==> config.mk <==
export PLATFORM = sky130hd
export DESIGN_NAME = svd_ctrl
export DESIGN_NICKNAME = d
export VERILOG_FILES = /design/src/inc/svd_pkg.sv /design/src/core/svd_ctrl.sv
export SDC_FILE = /design/constraint.sdc
export NUM_CORES = 1
export LEC_CHECK = 0
export BUFFER_PORTS_ARGS = -buffer_cell sky130_fd_sc_hd__buf_2
export CELL_PAD_IN_SITES_DETAIL_PLACEMENT = 0
export CELL_PAD_IN_SITES_GLOBAL_PLACEMENT = 1
export CORE_ASPECT_RATIO = 1.1
export CORE_MARGIN = 4
export CORE_UTILIZATION = 40
export CTS_CLUSTER_DIAMETER = 150
export DETAILED_ROUTE_END_ITERATION = 7
export PLACE_DENSITY = 0.76
export SYNTH_ARGS = -nofsm -noshare
export SYNTH_HDL_FRONTEND = slang
export SYNTH_SLANG_ARGS = --single-unit
==> constraint.sdc <==
create_clock -name core_clk -period 2.5 [get_ports core_clk]
set_input_delay 0 -clock core_clk [delete_from_list [all_inputs] [get_ports core_clk]]
set_output_delay 0 -clock core_clk [all_outputs]
set_load 0.1 [all_outputs]
==> src/inc/svd_pkg.sv <==
// Purpose : Shared constants and types for the supply voltage detector control.
// Assumes : 125 MHz core clock, 8-bit register port.
// Notes   : Register offsets are word indices on the plain register port.

package svd_pkg;

    // ************************************************************
    // Register port
    // ************************************************************
    localparam int          ADDR_W       = 4;
    localparam int          DATA_W       = 8;
    localparam logic [3:0]  OFS_CONTROL  = 4'h0;
    localparam logic [3:0]  OFS_STATUS   = 4'h1;
    localparam logic [3:0]  OFS_MASK     = 4'h2;
    localparam logic [3:0]  OFS_MONITOR  = 4'h3;

    // ************************************************************
    // Control field positions and reset value
    // ************************************************************
    localparam int          POS_DIR      = 7;
    localparam int          POS_UNUSED   = 6;
    localparam int          POS_STABLE   = 5;
    localparam int          POS_ENABLE   = 4;
    localparam int          POS_LEVEL    = 0;
    localparam logic [7:0]  CONTROL_RST  = 8'h05;
    localparam logic [7:0]  CONTROL_WMSK = 8'h9F;
    localparam logic [3:0]  LEVEL_EXT    = 4'hF;

    // ************************************************************
    // Status and mask layout
    // ************************************************************
    localparam int          POS_EVENT    = 0;
    localparam logic [7:0]  STATUS_RST   = 8'h00;
    localparam logic [7:0]  MASK_RST     = 8'h00;

    // ************************************************************
    // Reference stabilisation time
    // ************************************************************
    localparam int          CLK_PERIOD_PS = 8000;
    localparam int          SETTLE_NS     = 20000;
    localparam int          SETTLE_CYC    = (SETTLE_NS * 1000 + CLK_PERIOD_PS - 1)
                                            / CLK_PERIOD_PS;
    localparam int          CNT_W         = 12;

    // ************************************************************
    // Types
    // ************************************************************
    typedef struct packed {
        logic       dir;
        logic       unused;
        logic       stable;
        logic       enable;
        logic [3:0] level;
    } svd_control_type;

    typedef struct packed {
        logic       power_en;
        logic       ext_sel;
        logic [3:0] tap_sel;
    } svd_analog_type;

    typedef enum logic [1:0] {
        SVD_OFF,
        SVD_SETTLE,
        SVD_READY
    } svd_state_type;

endpackage

==> src/core/svd_ctrl.sv <==
// Purpose : Control and status logic of a programmable supply voltage detector.
// Assumes : Comparator output is high while the monitored voltage is at or
//           above the trip level; reference ready comes from the analogue side.
// Notes   : Analogue inputs are asynchronous and pass two flip-flops first.

`timescale 1ns/10ps

// Behaviour
// - With direction select set, an event is flagged when the voltage is at or above the trip level.
// - With direction select clear, an event is flagged when the voltage is below the trip level.
// - Control bit 6 always reads zero and ignores writes.
// - The reference stable flag at bit 5 is read-only and events are raised only while it is one.
// - No event and no interrupt is produced until the stable flag is set after enabling.
// - The enable bit at bit 4 powers the detector and each fresh enable restarts the settling wait.
// - The four-bit trip level field selects sixteen settings, 0000 lowest and 1110 highest internal.
// - Trip level 1111 routes the external trip input to the comparator instead of a divider tap.
// - A qualified crossing sets the event flag and, if unmasked, raises the interrupt.
// - Reset returns the control register to its reset value with the detector off.
// - While enabled the detector keeps monitoring in sleep and an unmasked qualified crossing wakes the device.
module svd_ctrl (
    // Clock and reset
    input  wire logic                       core_clk,
    input  wire logic                       rst_b,
    // Register port
    input  wire logic [svd_pkg::ADDR_W-1:0] reg_addr,
    input  wire logic [svd_pkg::DATA_W-1:0] reg_wdata,
    input  wire logic                       reg_wr,
    input  wire logic                       reg_rd,
    output logic      [svd_pkg::DATA_W-1:0] reg_rdata,
    // Analogue side
    input  wire logic                       cmp_above,
    input  wire logic                       ref_ready,
    output svd_pkg::svd_analog_type         analog_ctrl,
    // System
    input  wire logic                       sleep_mode,
    output logic                            wake_req,
    output logic                            irq
);

    // ************************************************************
    // Declarations
    // ************************************************************
    svd_pkg::svd_control_type         control_r;
    svd_pkg::svd_control_type         control_nxt;
    logic [svd_pkg::DATA_W-1:0]       status_r;
    logic [svd_pkg::DATA_W-1:0]       status_nxt;
    logic [svd_pkg::DATA_W-1:0]       mask_r;
    logic [svd_pkg::DATA_W-1:0]       mask_nxt;
    logic [svd_pkg::DATA_W-1:0]       rdata_r;
    logic [svd_pkg::DATA_W-1:0]       rdata_nxt;
    logic [svd_pkg::DATA_W-1:0]       read_mux;
    svd_pkg::svd_state_type           state_r;
    svd_pkg::svd_state_type           state_nxt;
    logic [svd_pkg::CNT_W-1:0]        settle_cnt_r;
    logic [svd_pkg::CNT_W-1:0]        settle_cnt_nxt;
    svd_pkg::svd_analog_type          analog_r;
    svd_pkg::svd_analog_type          analog_nxt;
    logic                             wake_r;
    logic                             wake_nxt;
    logic                             cmp_meta_r;
    logic                             cmp_sync_r;
    logic                             rdy_meta_r;
    logic                             rdy_sync_r;
    logic                             wr_control;
    logic                             wr_status;
    logic                             wr_mask;
    logic                             rd_hit;
    logic                             enable_rise;
    logic                             settle_done;
    logic                             stable;
    logic                             event_cond;
    logic                             event_set;
    logic [svd_pkg::DATA_W-1:0]       event_vec;
    logic [svd_pkg::DATA_W-1:0]       pending;

    // ************************************************************
    // Functions
    // ************************************************************
    function automatic logic addr_hit(
        input logic [svd_pkg::ADDR_W-1:0] addr,
        input logic [svd_pkg::ADDR_W-1:0] ofs
    );
        addr_hit = (addr == ofs);
    endfunction

    function automatic logic [svd_pkg::DATA_W-1:0] sticky_update(
        input logic [svd_pkg::DATA_W-1:0] cur,
        input logic [svd_pkg::DATA_W-1:0] set,
        input logic                       clr_en,
        input logic [svd_pkg::DATA_W-1:0] clr
    );
        logic [svd_pkg::DATA_W-1:0] keep;
        keep          = clr_en ? (cur & ~clr) : cur;
        sticky_update = keep | set;
    endfunction

    // ************************************************************
    // Input synchronisers
    // ************************************************************
    always_ff @(posedge core_clk) begin
        if (!rst_b) begin
            cmp_meta_r <= 1'b0;
            cmp_sync_r <= 1'b0;
            rdy_meta_r <= 1'b0;
            rdy_sync_r <= 1'b0;
        end else begin
            cmp_meta_r <= cmp_above;
            cmp_sync_r <= cmp_meta_r;
            rdy_meta_r <= ref_ready;
            rdy_sync_r <= rdy_meta_r;
        end
    end

    // ************************************************************
    // Address decode
    // ************************************************************
    assign wr_control = reg_wr && addr_hit(reg_addr, svd_pkg::OFS_CONTROL);
    assign wr_status  = reg_wr && addr_hit(reg_addr, svd_pkg::OFS_STATUS);
    assign wr_mask    = reg_wr && addr_hit(reg_addr, svd_pkg::OFS_MASK);
    assign rd_hit     = reg_rd;

    // ************************************************************
    // Control register
    // ************************************************************
    always_comb begin
        control_nxt = control_r;
        if (wr_control) begin
            control_nxt.dir    = reg_wdata[svd_pkg::POS_DIR];
            control_nxt.enable = reg_wdata[svd_pkg::POS_ENABLE];
            control_nxt.level  = reg_wdata[svd_pkg::POS_LEVEL +: 4];
        end
        control_nxt.unused = 1'b0;
        control_nxt.stable = stable;
    end

    assign enable_rise = control_nxt.enable && !control_r.enable;

    // ************************************************************
    // Settling sequencer
    // ************************************************************
    assign settle_done = (settle_cnt_r ==
                          svd_pkg::SETTLE_CYC[svd_pkg::CNT_W-1:0]);

    always_comb begin
        state_nxt      = state_r;
        settle_cnt_nxt = settle_cnt_r;
        case (state_r)
            svd_pkg::SVD_OFF: begin
                settle_cnt_nxt = '0;
                if (control_r.enable) begin
                    state_nxt = svd_pkg::SVD_SETTLE;
                end
            end
            svd_pkg::SVD_SETTLE: begin
                if (!settle_done) begin
                    settle_cnt_nxt = settle_cnt_r + 1'b1;
                end
                if (settle_done && rdy_sync_r) begin
                    state_nxt = svd_pkg::SVD_READY;
                end
            end
            svd_pkg::SVD_READY: begin
                if (!rdy_sync_r) begin
                    state_nxt = svd_pkg::SVD_SETTLE;
                end
            end
            default: begin
                state_nxt      = svd_pkg::SVD_OFF;
                settle_cnt_nxt = '0;
            end
        endcase
        if (!control_r.enable || enable_rise) begin
            state_nxt      = svd_pkg::SVD_OFF;
            settle_cnt_nxt = '0;
        end
    end

    assign stable = (state_r == svd_pkg::SVD_READY) && control_r.enable;

    // ************************************************************
    // Event detection
    // ************************************************************
    assign event_cond = control_r.dir ? cmp_sync_r
                                      : !cmp_sync_r;
    assign event_set  = stable && control_r.stable && event_cond;
    assign event_vec  = {{(svd_pkg::DATA_W-1){1'b0}}, event_set};

    // ************************************************************
    // Status and mask
    // ************************************************************
    assign status_nxt = sticky_update(status_r, event_vec,
                                      wr_status, reg_wdata);
    assign mask_nxt   = wr_mask ? (reg_wdata & 8'h01) : mask_r;
    assign pending    = status_r & mask_r;

    // ************************************************************
    // Analogue controls and wake
    // ************************************************************
    always_comb begin
        analog_nxt.power_en = control_r.enable;
        analog_nxt.ext_sel  = (control_r.level == svd_pkg::LEVEL_EXT);
        analog_nxt.tap_sel  = control_r.level;
    end

    assign wake_nxt = sleep_mode && control_r.enable && (|pending);

    // ************************************************************
    // Read path
    // ************************************************************
    always_comb begin
        read_mux = '0;
        case (reg_addr)
            svd_pkg::OFS_CONTROL: read_mux = control_r;
            svd_pkg::OFS_STATUS:  read_mux = status_r;
            svd_pkg::OFS_MASK:    read_mux = mask_r;
            svd_pkg::OFS_MONITOR: read_mux = {4'h0, rdy_sync_r, cmp_sync_r,
                                              state_r};
            default:              read_mux = '0;
        endcase
    end

    assign rdata_nxt = rd_hit ? read_mux : '0;

    // ************************************************************
    // Registers
    // ************************************************************
    always_ff @(posedge core_clk) begin
        if (!rst_b) begin
            control_r <= svd_pkg::svd_control_type'(svd_pkg::CONTROL_RST);
            status_r  <= svd_pkg::STATUS_RST;
            mask_r    <= svd_pkg::MASK_RST;
        end else begin
            control_r <= control_nxt;
            status_r  <= status_nxt;
            mask_r    <= mask_nxt;
        end
    end

    always_ff @(posedge core_clk) begin
        if (!rst_b) begin
            state_r      <= svd_pkg::SVD_OFF;
            settle_cnt_r <= '0;
        end else begin
            state_r      <= state_nxt;
            settle_cnt_r <= settle_cnt_nxt;
        end
    end

    always_ff @(posedge core_clk) begin
        if (!rst_b) begin
            analog_r <= '0;
            wake_r   <= 1'b0;
            rdata_r  <= '0;
        end else begin
            analog_r <= analog_nxt;
            wake_r   <= wake_nxt;
            rdata_r  <= rdata_nxt;
        end
    end

    // ************************************************************
    // Outputs
    // ************************************************************
    assign reg_rdata   = rdata_r;
    assign analog_ctrl = analog_r;
    assign wake_req    = wake_r;
    assign irq         = |pending;

endmodule // svd_ctrl

==> results of run 1 <==
## state kept, by name (all words and copies together) (netlist names), 2 cells and up, named ones only
signal,flops
analog_ctrl,6
control_r,2
settle_cnt_r,12
state_r,2
status_r,8
analog_nxt,4
reg_rdata,8
## report_power, final
group	internal [uW]	switching, uW	total (uW)
Sequential	787	3.65	791
Combinational	36.3	48.4	84.7
Clock	199	267	465
Total	1020	319	1340
## cell families after synthesis
group / synth area share
fa+ha+maj: 0.0131
xor+xnor: 0.0366
simple gates: 0.257
compound gates: 0.0751
mux: 0.0796
flops: 0.512
buf+inv: 0.0268
## worst min-delay path by stage
stage / endpoint / slack (ns)
6_report: reg_rdata[6] / 0.06
5_1_grt: reg_rdata[7] / 0.06
4_1_cts: reg_rdata[6] / 0.06
3_5_place_dp: status_r[6] / 0.17
3_3_place_gp: status_r[5] / 0.17
2_1_floorplan: status_r[1] / 0.09
## stage by stage
step / total power [uW] / utilization
2_1_floorplan: 855 / -
3_3_place_gp: 882 / 0.459
3_5_place_dp: 882 / 0.459
4_1_cts: 1360 / 0.502
5_1_grt: 1400 / 0.502
6_report: 1340 / 0.502
## cell type report
type / instances / area share
Tap cell: 56 / 0.0300
Clock buffer: 5 / 0.0295
Multi-Input combinational cell: 140 / 0.379
Clock inverter: 3 / 0.00911
Inverter: 4 / 0.00643
Timing Repair Buffer: 47 / 0.126
Sequential cell: 49 / 0.420
## per-layer routing
| layer | vias to the layer above | share of wire |
|---|---|---|
| met4 | 0 | 0.016 |
| met5 | - | 0 |
| met3 | 5 | 0.044 |
| li1 | 785 | - |
| met1 | 686 | 0.48 |
| met2 | 27 | 0.46 |
## synthesized netlist by cell type (all sizes together) (3+ instances only)
cell type | n | area share
dfxtp | 49 | 0.51
a21oi | 9 | 0.023
buf | 5 | 0.013
inv | 4 | 0.0078
o21ai | 4 | 0.010
nand4 | 3 | 0.0098
clkbuf | 3 | 0.0059
and2 | 9 | 0.029
mux2i | 13 | 0.068
a31oi | 5 | 0.016
nor2 | 21 | 0.041
nor2b | 8 | 0.026
xnor2 | 7 | 0.032
nand3 | 8 | 0.021
nor3 | 5 | 0.019
nor4 | 4 | 0.013
nand2 | 22 | 0.043
## cell usage in the layout, fill, tap and decap left out, types with 8 or more instances in the layout
master and instances:
a21oi_1 9, and2_1 9, buf_2 34, dfxtp_1 49, dlygate4sd3_1 11, mux2i_1 13, nand2_1 22, nand3_1 8
nor2_1 21, nor2b_1 8
## worst reg2reg max path, stage by stage, from the launching register on
cell     delay (ns)
dfxtp_1        0.35
inv_1          0.10
ha_1           0.15
or4bb_1        0.45
nor3_4         0.34
or4_1          0.17
a31oi_1        0.07
==> flow_summary.ini, run 1 <==
[critical_path]
cp_data_required_time_ns = 2.69
r2r-end = settle_cnt_r[3]
path_buf_inv = 1
cp_cell_sequence = inv_1 > ha_1 > or4bb_1 > nor3_4 > or4_1 > a31oi_1
startpoint = settle_cnt_r[0]
r2r_cells = 6
cp-start-kind = register
crit_cells = 6
worst-setup-path-type = reg2reg
slowest_stage = or4bb_1
end_kind = register
crit_family = simple AND/OR/NAND/NOR gates
cp_slowest_stage_delay_ns = 0.45
cp-endpoint = settle_cnt_r[3]
rr_startpoint = settle_cnt_r[0]
cp_max_fo = 8
cp.arrival_ns = 1.94
reg2reg_setup_slack_ns = 0.75

[global_routing]
grt_max_degree = 26
grt_use_met1 = 0.180
busiest_layer = met2
grt_pass1_wl_microns = 6760
grt-ovfl-total = 0
track_usage = 0.148
grt_pass1_vias = 1466
use_met3 = 0.0388
grtUsageMet2 = 0.246
grt_antenna_before_repair = 0

[placed_design]
routabilityCongestion = 0.780
dp.cells = 285
place_area_sq_mm = 0.00214
place_hpwl_microns = 2840
port_buffers = 34
dpl_worst_slack_ns = 0.760

[cells_and_area]
fin_nets = 268
syn2layout_area_growth_pct = 21.9
multi_input_comb_area_sq_um = 885
n_fill_cell = 465
fin_area_sq_mm = 0.00234
seqCellArea_sq_um = 981
n_antenna_cell = 0
fin_cells = 304
drive_gt1_frac = 0.194

[floorplanning]
ios = 35
row_count = 26
start_util = 0.412
fp.coreArea_sq_mm = 0.00465
die_area_sq_mm = 0.00597
die_x_microns = 74.0
die_h_microns = 80.6

[timing]
holdWs_ns = 0.0610
finalCriticalPeriod_ns = 1.75
fin_ws_ns = 0.749
drv_slew = 0
relSlewSlack = 0.628
hold_viol_final = 0
setup_tns_ns = 0
rsz0062_at_grt = false
fin_crit_sh = 0.700
fmax_mhz = 571
fin_skew_ns = 0.0122
worst_slew_pin_slew_ns = 0.554
setup_viol = 0

[clocking]
hold_buffers = 11
clock-sinks = 49
cts_buffers = 5
cts_resized = 0
worstSkewPairLatency_ns = 0.30
cts_buffer_depth = 2
postCtsSetupRepairBufs = 0
htreeDepth = 2
cts_tree = built
cts-root-buf = clkbuf_8
path_clk_slew_ns = 0.10

[detailed_routing]
routed_wl_microns = 3990
detail-route-antenna-nets = 0
drt_iter0_markers = 71
drt_pass1_iterations = 5
vias = 1503
via_per_inst = 4.94
drc = 0
wl_per_cell_microns = 13.1

[min_path]
hold_class = in2reg
hold_path_depth = 3
holdCritStartpoint = reg_rd

[power]
p_per_area_mw_per_mm2 = 574
p_leak_uw = 0.000934
ir_drop_uv = 245

[yosys]
synth-seq-cells = 49
synth.cell_area_sq_mm = 0.00192
yosysWarningCount = 0
async_flop_share = 0
syn_avg_cell_area_sq_um = 9.54
synth_cell_types = 38
syn_nets = 222
syn_inst = 201
yosysSeqAreaShare = 0.512
synth_edf_count = 0
synth_flop_cell = dfxtp_1

[run_status]
status = completed

[run]
max_cap_viol_count = 0
Power figures use the tool's default switching activity.
==> run 2: changes to the inputs <==
--- a/config.mk
+++ b/config.mk
@@ -5,15 +5,16 @@
 export SDC_FILE = /design/constraint.sdc
 export NUM_CORES = 1
 export LEC_CHECK = 0
+export ABC_AREA = 1
 export BUFFER_PORTS_ARGS = -buffer_cell sky130_fd_sc_hd__buf_2
 export CELL_PAD_IN_SITES_DETAIL_PLACEMENT = 0
 export CELL_PAD_IN_SITES_GLOBAL_PLACEMENT = 1
 export CORE_ASPECT_RATIO = 1.1
 export CORE_MARGIN = 4
-export CORE_UTILIZATION = 40
+export CORE_UTILIZATION = 39
 export CTS_CLUSTER_DIAMETER = 150
 export DETAILED_ROUTE_END_ITERATION = 7
-export PLACE_DENSITY = 0.76
+export PLACE_DENSITY = 0.78
 export SYNTH_ARGS = -nofsm -noshare
 export SYNTH_HDL_FRONTEND = slang
 export SYNTH_SLANG_ARGS = --single-unit
==> constraint.sdc (replaced) <==
create_clock -name core_clk -period 1.8 [get_ports core_clk]
set_input_delay 0 -clock core_clk [delete_from_list [all_inputs] [get_ports core_clk]]
set_output_delay 0 -clock core_clk [all_outputs]
set_load 0.1 [all_outputs]
==> run 2 against run 1 <==
Effect of this change:
- sequential cell count stayed put
- setup slack got worse by 0.48 ns
- sequential power rose by 39%
- total power grew 60%
- non-clock buffer count is the same
- combinational power rose by 48%
- first-iteration DRC count is 18% lower
- routed wire length is 23% higher
- clock power is 97% higher
- critical path depth grew 2
- critical path type unchanged
==> flow_summary.ini, run 2 <==
[clocking]
worstSkewPairLatency_ns = 0.30
clock-sinks = 49
cts_tree = built
postCtsSetupRepairBufs = 0
cts-root-buf = clkbuf_8
path_clk_slew_ns = 0.09
htreeDepth = 2
hold_buffers = 11
cts_resized = 0
cts_buffers = 5
cts_buffer_depth = 2

[floorplanning]
die_area_sq_mm = 0.00670
ios = 35
die_h_microns = 85.5
fp.coreArea_sq_mm = 0.00513
row_count = 27
die_x_microns = 78.4
start_util = 0.414

[critical_path]
path_buf_inv = 1
cp.arrival_ns = 1.76
cp_cell_sequence = inv_1 > ha_1 > nand3_1 > nor2_2 > nand3_2 > nand2_2 > nand2_1 > a21oi_2
cp_data_required_time_ns = 2.03
cp_max_fo = 11
cp_slowest_stage_delay_ns = 0.37
startpoint = settle_cnt_r[0]
cp-start-kind = register
end_kind = register
worst-setup-path-type = reg2reg
crit_family = simple AND/OR/NAND/NOR gates
slowest_stage = dfxtp_1
rr_startpoint = settle_cnt_r[0]

[cells_and_area]
n_fill_cell = 538
fin_nets = 375
largest_reg_flops = 12
top_register = settle_cnt_r
syn2layout_area_growth_pct = 23.1
multi_input_comb_area_sq_um = 936
layout_common_cells = 94 x nand2_1, 49 x dfxtp_1, 48 x inv_1
n_antenna_cell = 0
final_common_cell = nand2_1
seqCellArea_sq_um = 981
fin_cells = 427
drive_gt1_frac = 0.152

[yosys]
synth_edf_count = 0
syn_nets = 326
yosysWarningCount = 0
yosysSeqAreaShare = 0.461
synth_most_common_cell = nand2_1
synth.cell_area_sq_mm = 0.00213
synth_cell_types = 24
synth-seq-cells = 49
synth_top_area_share = 0.461
netlist_top_cells_area = dfxtp_1 46%, nand2_1 17%, inv_1 8.5%, nand3_1 6.6%, a21oi_1 4.7%
syn_inst = 305
synth_commonest_cells = 94 x nand2_1, 49 x dfxtp_1, 48 x inv_1
synth_flop_cell = dfxtp_1
yosysTopAreaCell = dfxtp_1
async_flop_share = 0
syn_avg_cell_area_sq_um = 6.98

[timing]
worst_slew_pin_slew_ns = 0.645
hold_viol_final = 0
setup_tns_ns = 0
drv_slew = 0
fmax_mhz = 654
fin_skew_ns = 0.00600
fin_crit_sh = 0.850
finalCriticalPeriod_ns = 1.53
setup_viol = 0
rsz0062_at_grt = false
relSlewSlack = 0.569

[power]
power.total_uw = 2140
p_leak_uw = 0.00119
p_per_area_mw_per_mm2 = 817
ir_drop_uv = 489

[detailed_routing]
via_per_inst = 4.55
routed_wl_microns = 4920
drc = 0
drt_pass1_iterations = 4
wl_per_cell_microns = 11.5
detail-route-antenna-nets = 0
drt_iter0_markers = 58
vias = 1943

[global_routing]
grt_max_degree = 24
grt-ovfl-total = 0
track_usage = 0.157
grt_antenna_before_repair = 0
grt_pass1_vias = 1825
grt_pass1_wl_microns = 8330

[run]
max_cap_viol_count = 0

[placed_design]
routabilityCongestion = 0.837
place_hpwl_microns = 3630
port_buffers = 34
dp.cells = 408

[run_status]
status = completed

[min_path]
hold_class = in2reg
holdCritStartpoint = reg_addr[2]
## run 2: layout make-up
cell class                      instances  area share
Inverter                               49      0.0702
Multi-Input combinational cell        202       0.357
Timing Repair Buffer                   47       0.113
Tap cell                               72      0.0344
Clock buffer                            5      0.0263
Clock inverter                          3      0.0248
Sequential cell                        49       0.374
## run 2: path summary, 6_finish.rpt
kind,cells past startpoint,slack [ns],end
worst max register to register,8,0.27,settle_cnt_r[8]
worst max-delay path,8,0.27,settle_cnt_r[8]
worst min register to register,2,0.42,cmp_sync_r
worst min-delay path,4,0.03,mask_r[0]
## run 2: cell families after synthesis
group                      share of synthesized area
AOI/OAI and AO/OA                             0.0952
xor gates and xnor gates                     0.00823
adders and majority gates                     0.0118
buffers and inverters                         0.0993
DFF                                            0.461
and+or+nand+nor                                0.325
## run 2: tightest hold or removal path: stages
cell     delay (ns)
buf_2          0.08
nor2_2         0.05
nand4_1        0.08
a21oi_1        0.06
## run 2: power breakdown
group | leakage [uW] | internal (uW) | switching, uW | total, uW
logic | 0.000722 | 44.2 | 80.8 | 125
clock network | 0.0000681 | 552 | 365 | 917
registers | 0.000397 | 1090 | 5.50 | 1100
total | 0.00119 | 1690 | 451 | 2140
## run 2: stage by stage
stage	setup slack, ns	area (sq um)	utilization	hold slack, ns
after floorplan	0.495	2130	-	0.0976
after global placement	0.319	2380	0.463	0.181
after detailed placement	0.282	2380	0.463	0.186
after CTS	0.261	2620	0.510	0.0211
after global routing	0.105	2620	0.510	0.0287
final	0.271	2620	0.510	0.0274
## run 2: metal layers
metal / share of wire / track usage / vias to the layer above
li1: - / - / 1051
met1: 0.48 / 0.195 / 860
met2: 0.48 / 0.275 / 27
met3: 0.027 / 0.0318 / 5
met4: 0.0095 / 0.0429 / 0
met5: 0 / 0 / -
==> run 3: changes to the inputs <==
==> constraint.sdc (replaced) <==
create_clock -name core_clk -period 1.55 [get_ports core_clk]
set_input_delay 0 -clock core_clk [delete_from_list [all_inputs] [get_ports core_clk]]
set_output_delay 0 -clock core_clk [all_outputs]
set_load 0.1 [all_outputs]
==> run 3 against run 2 <==
Effect of this change:
- critical path type unchanged
- largest power group unchanged
- sequential cell count unchanged
- count of clock-buffer cells in the layout is the same
- cell count rose by 1.9%
- design area up 2.0%
- sequential share of layout area decreased by 0.58 points
- die area is the same
- routed wire length grew 2.2%
==> flow_summary.ini, run 3 (same netlist as run 2, synthesis figures left out) <==
[run_status]
status = completed

[critical_path]
startpoint = settle_cnt_r[0]
cp_max_fo = 11
path_buf_inv = 1
rr_startpoint = settle_cnt_r[0]
crit_family = simple AND/OR/NAND/NOR gates
cp-start-kind = register
cp_slowest_stage_delay_ns = 0.36
end_kind = register
worst-setup-path-type = reg2reg
cp_cell_sequence = inv_2 > ha_1 > nand3_1 > nor2_2 > nand3_2 > nand2_4 > nand2_1 > a21oi_2
cp_data_required_time_ns = 1.80
slowest_stage = dfxtp_2
cp.arrival_ns = 1.61

[clocking]
postCtsSetupRepairBufs = 0
cts_buffer_depth = 2
htreeDepth = 2
clock-sinks = 49
cts-root-buf = clkbuf_8
path_clk_slew_ns = 0.10
cts_buffers = 5
cts_tree = built
worstSkewPairLatency_ns = 0.31

[power]
swShare = 0.250
ir_drop_uv = 584
pwr-share-seq = 0.580
comb_power_share = 0.068
switching_power_uw = 550
p_leak_uw = 0.00120
clkPwrFrac = 0.352
p_per_area_mw_per_mm2 = 825
p_int_uw = 1650

[floorplanning]
die_h_microns = 85.5
die_area_sq_mm = 0.00670
row_count = 27
start_util = 0.414
fp.coreArea_sq_mm = 0.00513
ios = 35
die_x_microns = 78.4

[global_routing]
grt-ovfl-total = 0
grt_antenna_before_repair = 0
grt_pass1_vias = 1986
grt_max_degree = 19
grt_pass1_wl_microns = 8780
track_usage = 0.165

[cells_and_area]
final_common_cell = nand2_1
largest_reg_flops = 12
n_antenna_cell = 0
layout_common_cells = 92 x nand2_1, 47 x inv_1, 46 x dfxtp_1
fin_nets = 383
drive_gt1_frac = 0.185
top_register = settle_cnt_r
syn2layout_area_growth_pct = 25.5
fin_cells = 435

[min_path]
holdCritStartpoint = reg_addr[0]
hold_class = in2reg

[timing]
fmax_mhz = 734
fin_skew_ns = 0.00787
holdWs_ns = 0.0170
relSlewSlack = 0.676
setup_viol = 0
finalCriticalPeriod_ns = 1.36
fin_crit_sh = 0.879
hold_viol_final = 0
drv_slew = 0
rsz0062_at_grt = false
worst_slew_pin_slew_ns = 0.490
setup_tns_ns = 0

[detailed_routing]
detail-route-antenna-nets = 0
drt_pass1_iterations = 4
vias = 2021
routed_wl_microns = 5030
via_per_inst = 4.65
wl_per_cell_microns = 11.6
drc = 0
drt_iter0_markers = 60

[placed_design]
dp.cells = 413
place_hpwl_microns = 3740
port_buffers = 34
routabilityCongestion = 0.839

[run]
max_cap_viol_count = 0
## run 3: cell count changes in the layout (fill, tap and decap cells not counted), sizes merged
| cell | change |
|---|---|
| inv | +1 |
| dlygate4sd3 | +3 |
| bufinv | -2 |
| clkinvlp | +1 |
| buf | +5 |
## run 3: cell type report
| type | count | area [sq um] |
|---|---|---|
| fill | 540 | 2460 |
| clock buffer | 5 | 68.8 |
| multi-input combinational | 202 | 956 |
| tap | 72 | 90.1 |
| clock inverter | 3 | 25.0 |
| timing repair buffer | 55 | 363 |
| sequential | 49 | 985 |
| inverter | 49 | 184 |
## run 3: path summary, 6_finish.rpt
check	end	slack (ns)	depth (start not counted)
max reg2reg	settle_cnt_r[6]	0.19	8
min reg2reg	rdy_sync_r	0.42	2
min	reg_rdata[6]	0.02	3
max	settle_cnt_r[6]	0.19	8
## run 3: timing repair
action	CTS	global route
endpoints found under the hold margin	17	0
endpoints found under the setup margin	0	13
hold buffers	14	0
gates resized for setup	0	10
## run 3: metrics by stage
step	area (sq um)	setup WS, ns	utilization	total power [uW]
2_1_floorplan	2130	0.245	-	1380
3_5_place_dp	2410	0.0658	0.470	1430
4_1_cts	2650	0.0299	0.516	2240
5_1_grt	2670	0.0223	0.520	2310
3_3_place_gp	2410	0.0954	0.470	1430
6_report	2670	0.188	0.520	2200
## run 3: power groups by stage
stage	Combinational [uW]	Clock, uW	Sequential, uW
2_1_floorplan	38.4	0	1340
3_3_place_gp	126	0	1310
3_5_place_dp	126	0	1310
4_1_cts	151	806	1280
5_1_grt	167	866	1280
6_report	151	775	1280
## run 3: worst register-to-register path: stages (launching register included)
cell     delay, ns
dfxtp_2       0.36
inv_2         0.08
ha_1          0.17
nand3_1       0.09
nor2_2        0.12
nand3_2       0.11
nand2_4       0.15
nand2_1       0.09
a21oi_2       0.13
## run 3: routing by layer
| layer | up-vias | GRT usage | part of all wire |
|---|---|---|---|
| li1 | 1071 | - | - |
| met4 | 0 | 0.0572 | 0.014 |
| met2 | 36 | 0.296 | 0.50 |
| met5 | - | 0 | 0 |
| met3 | 4 | 0.0329 | 0.038 |
| met1 | 910 | 0.193 | 0.45 |
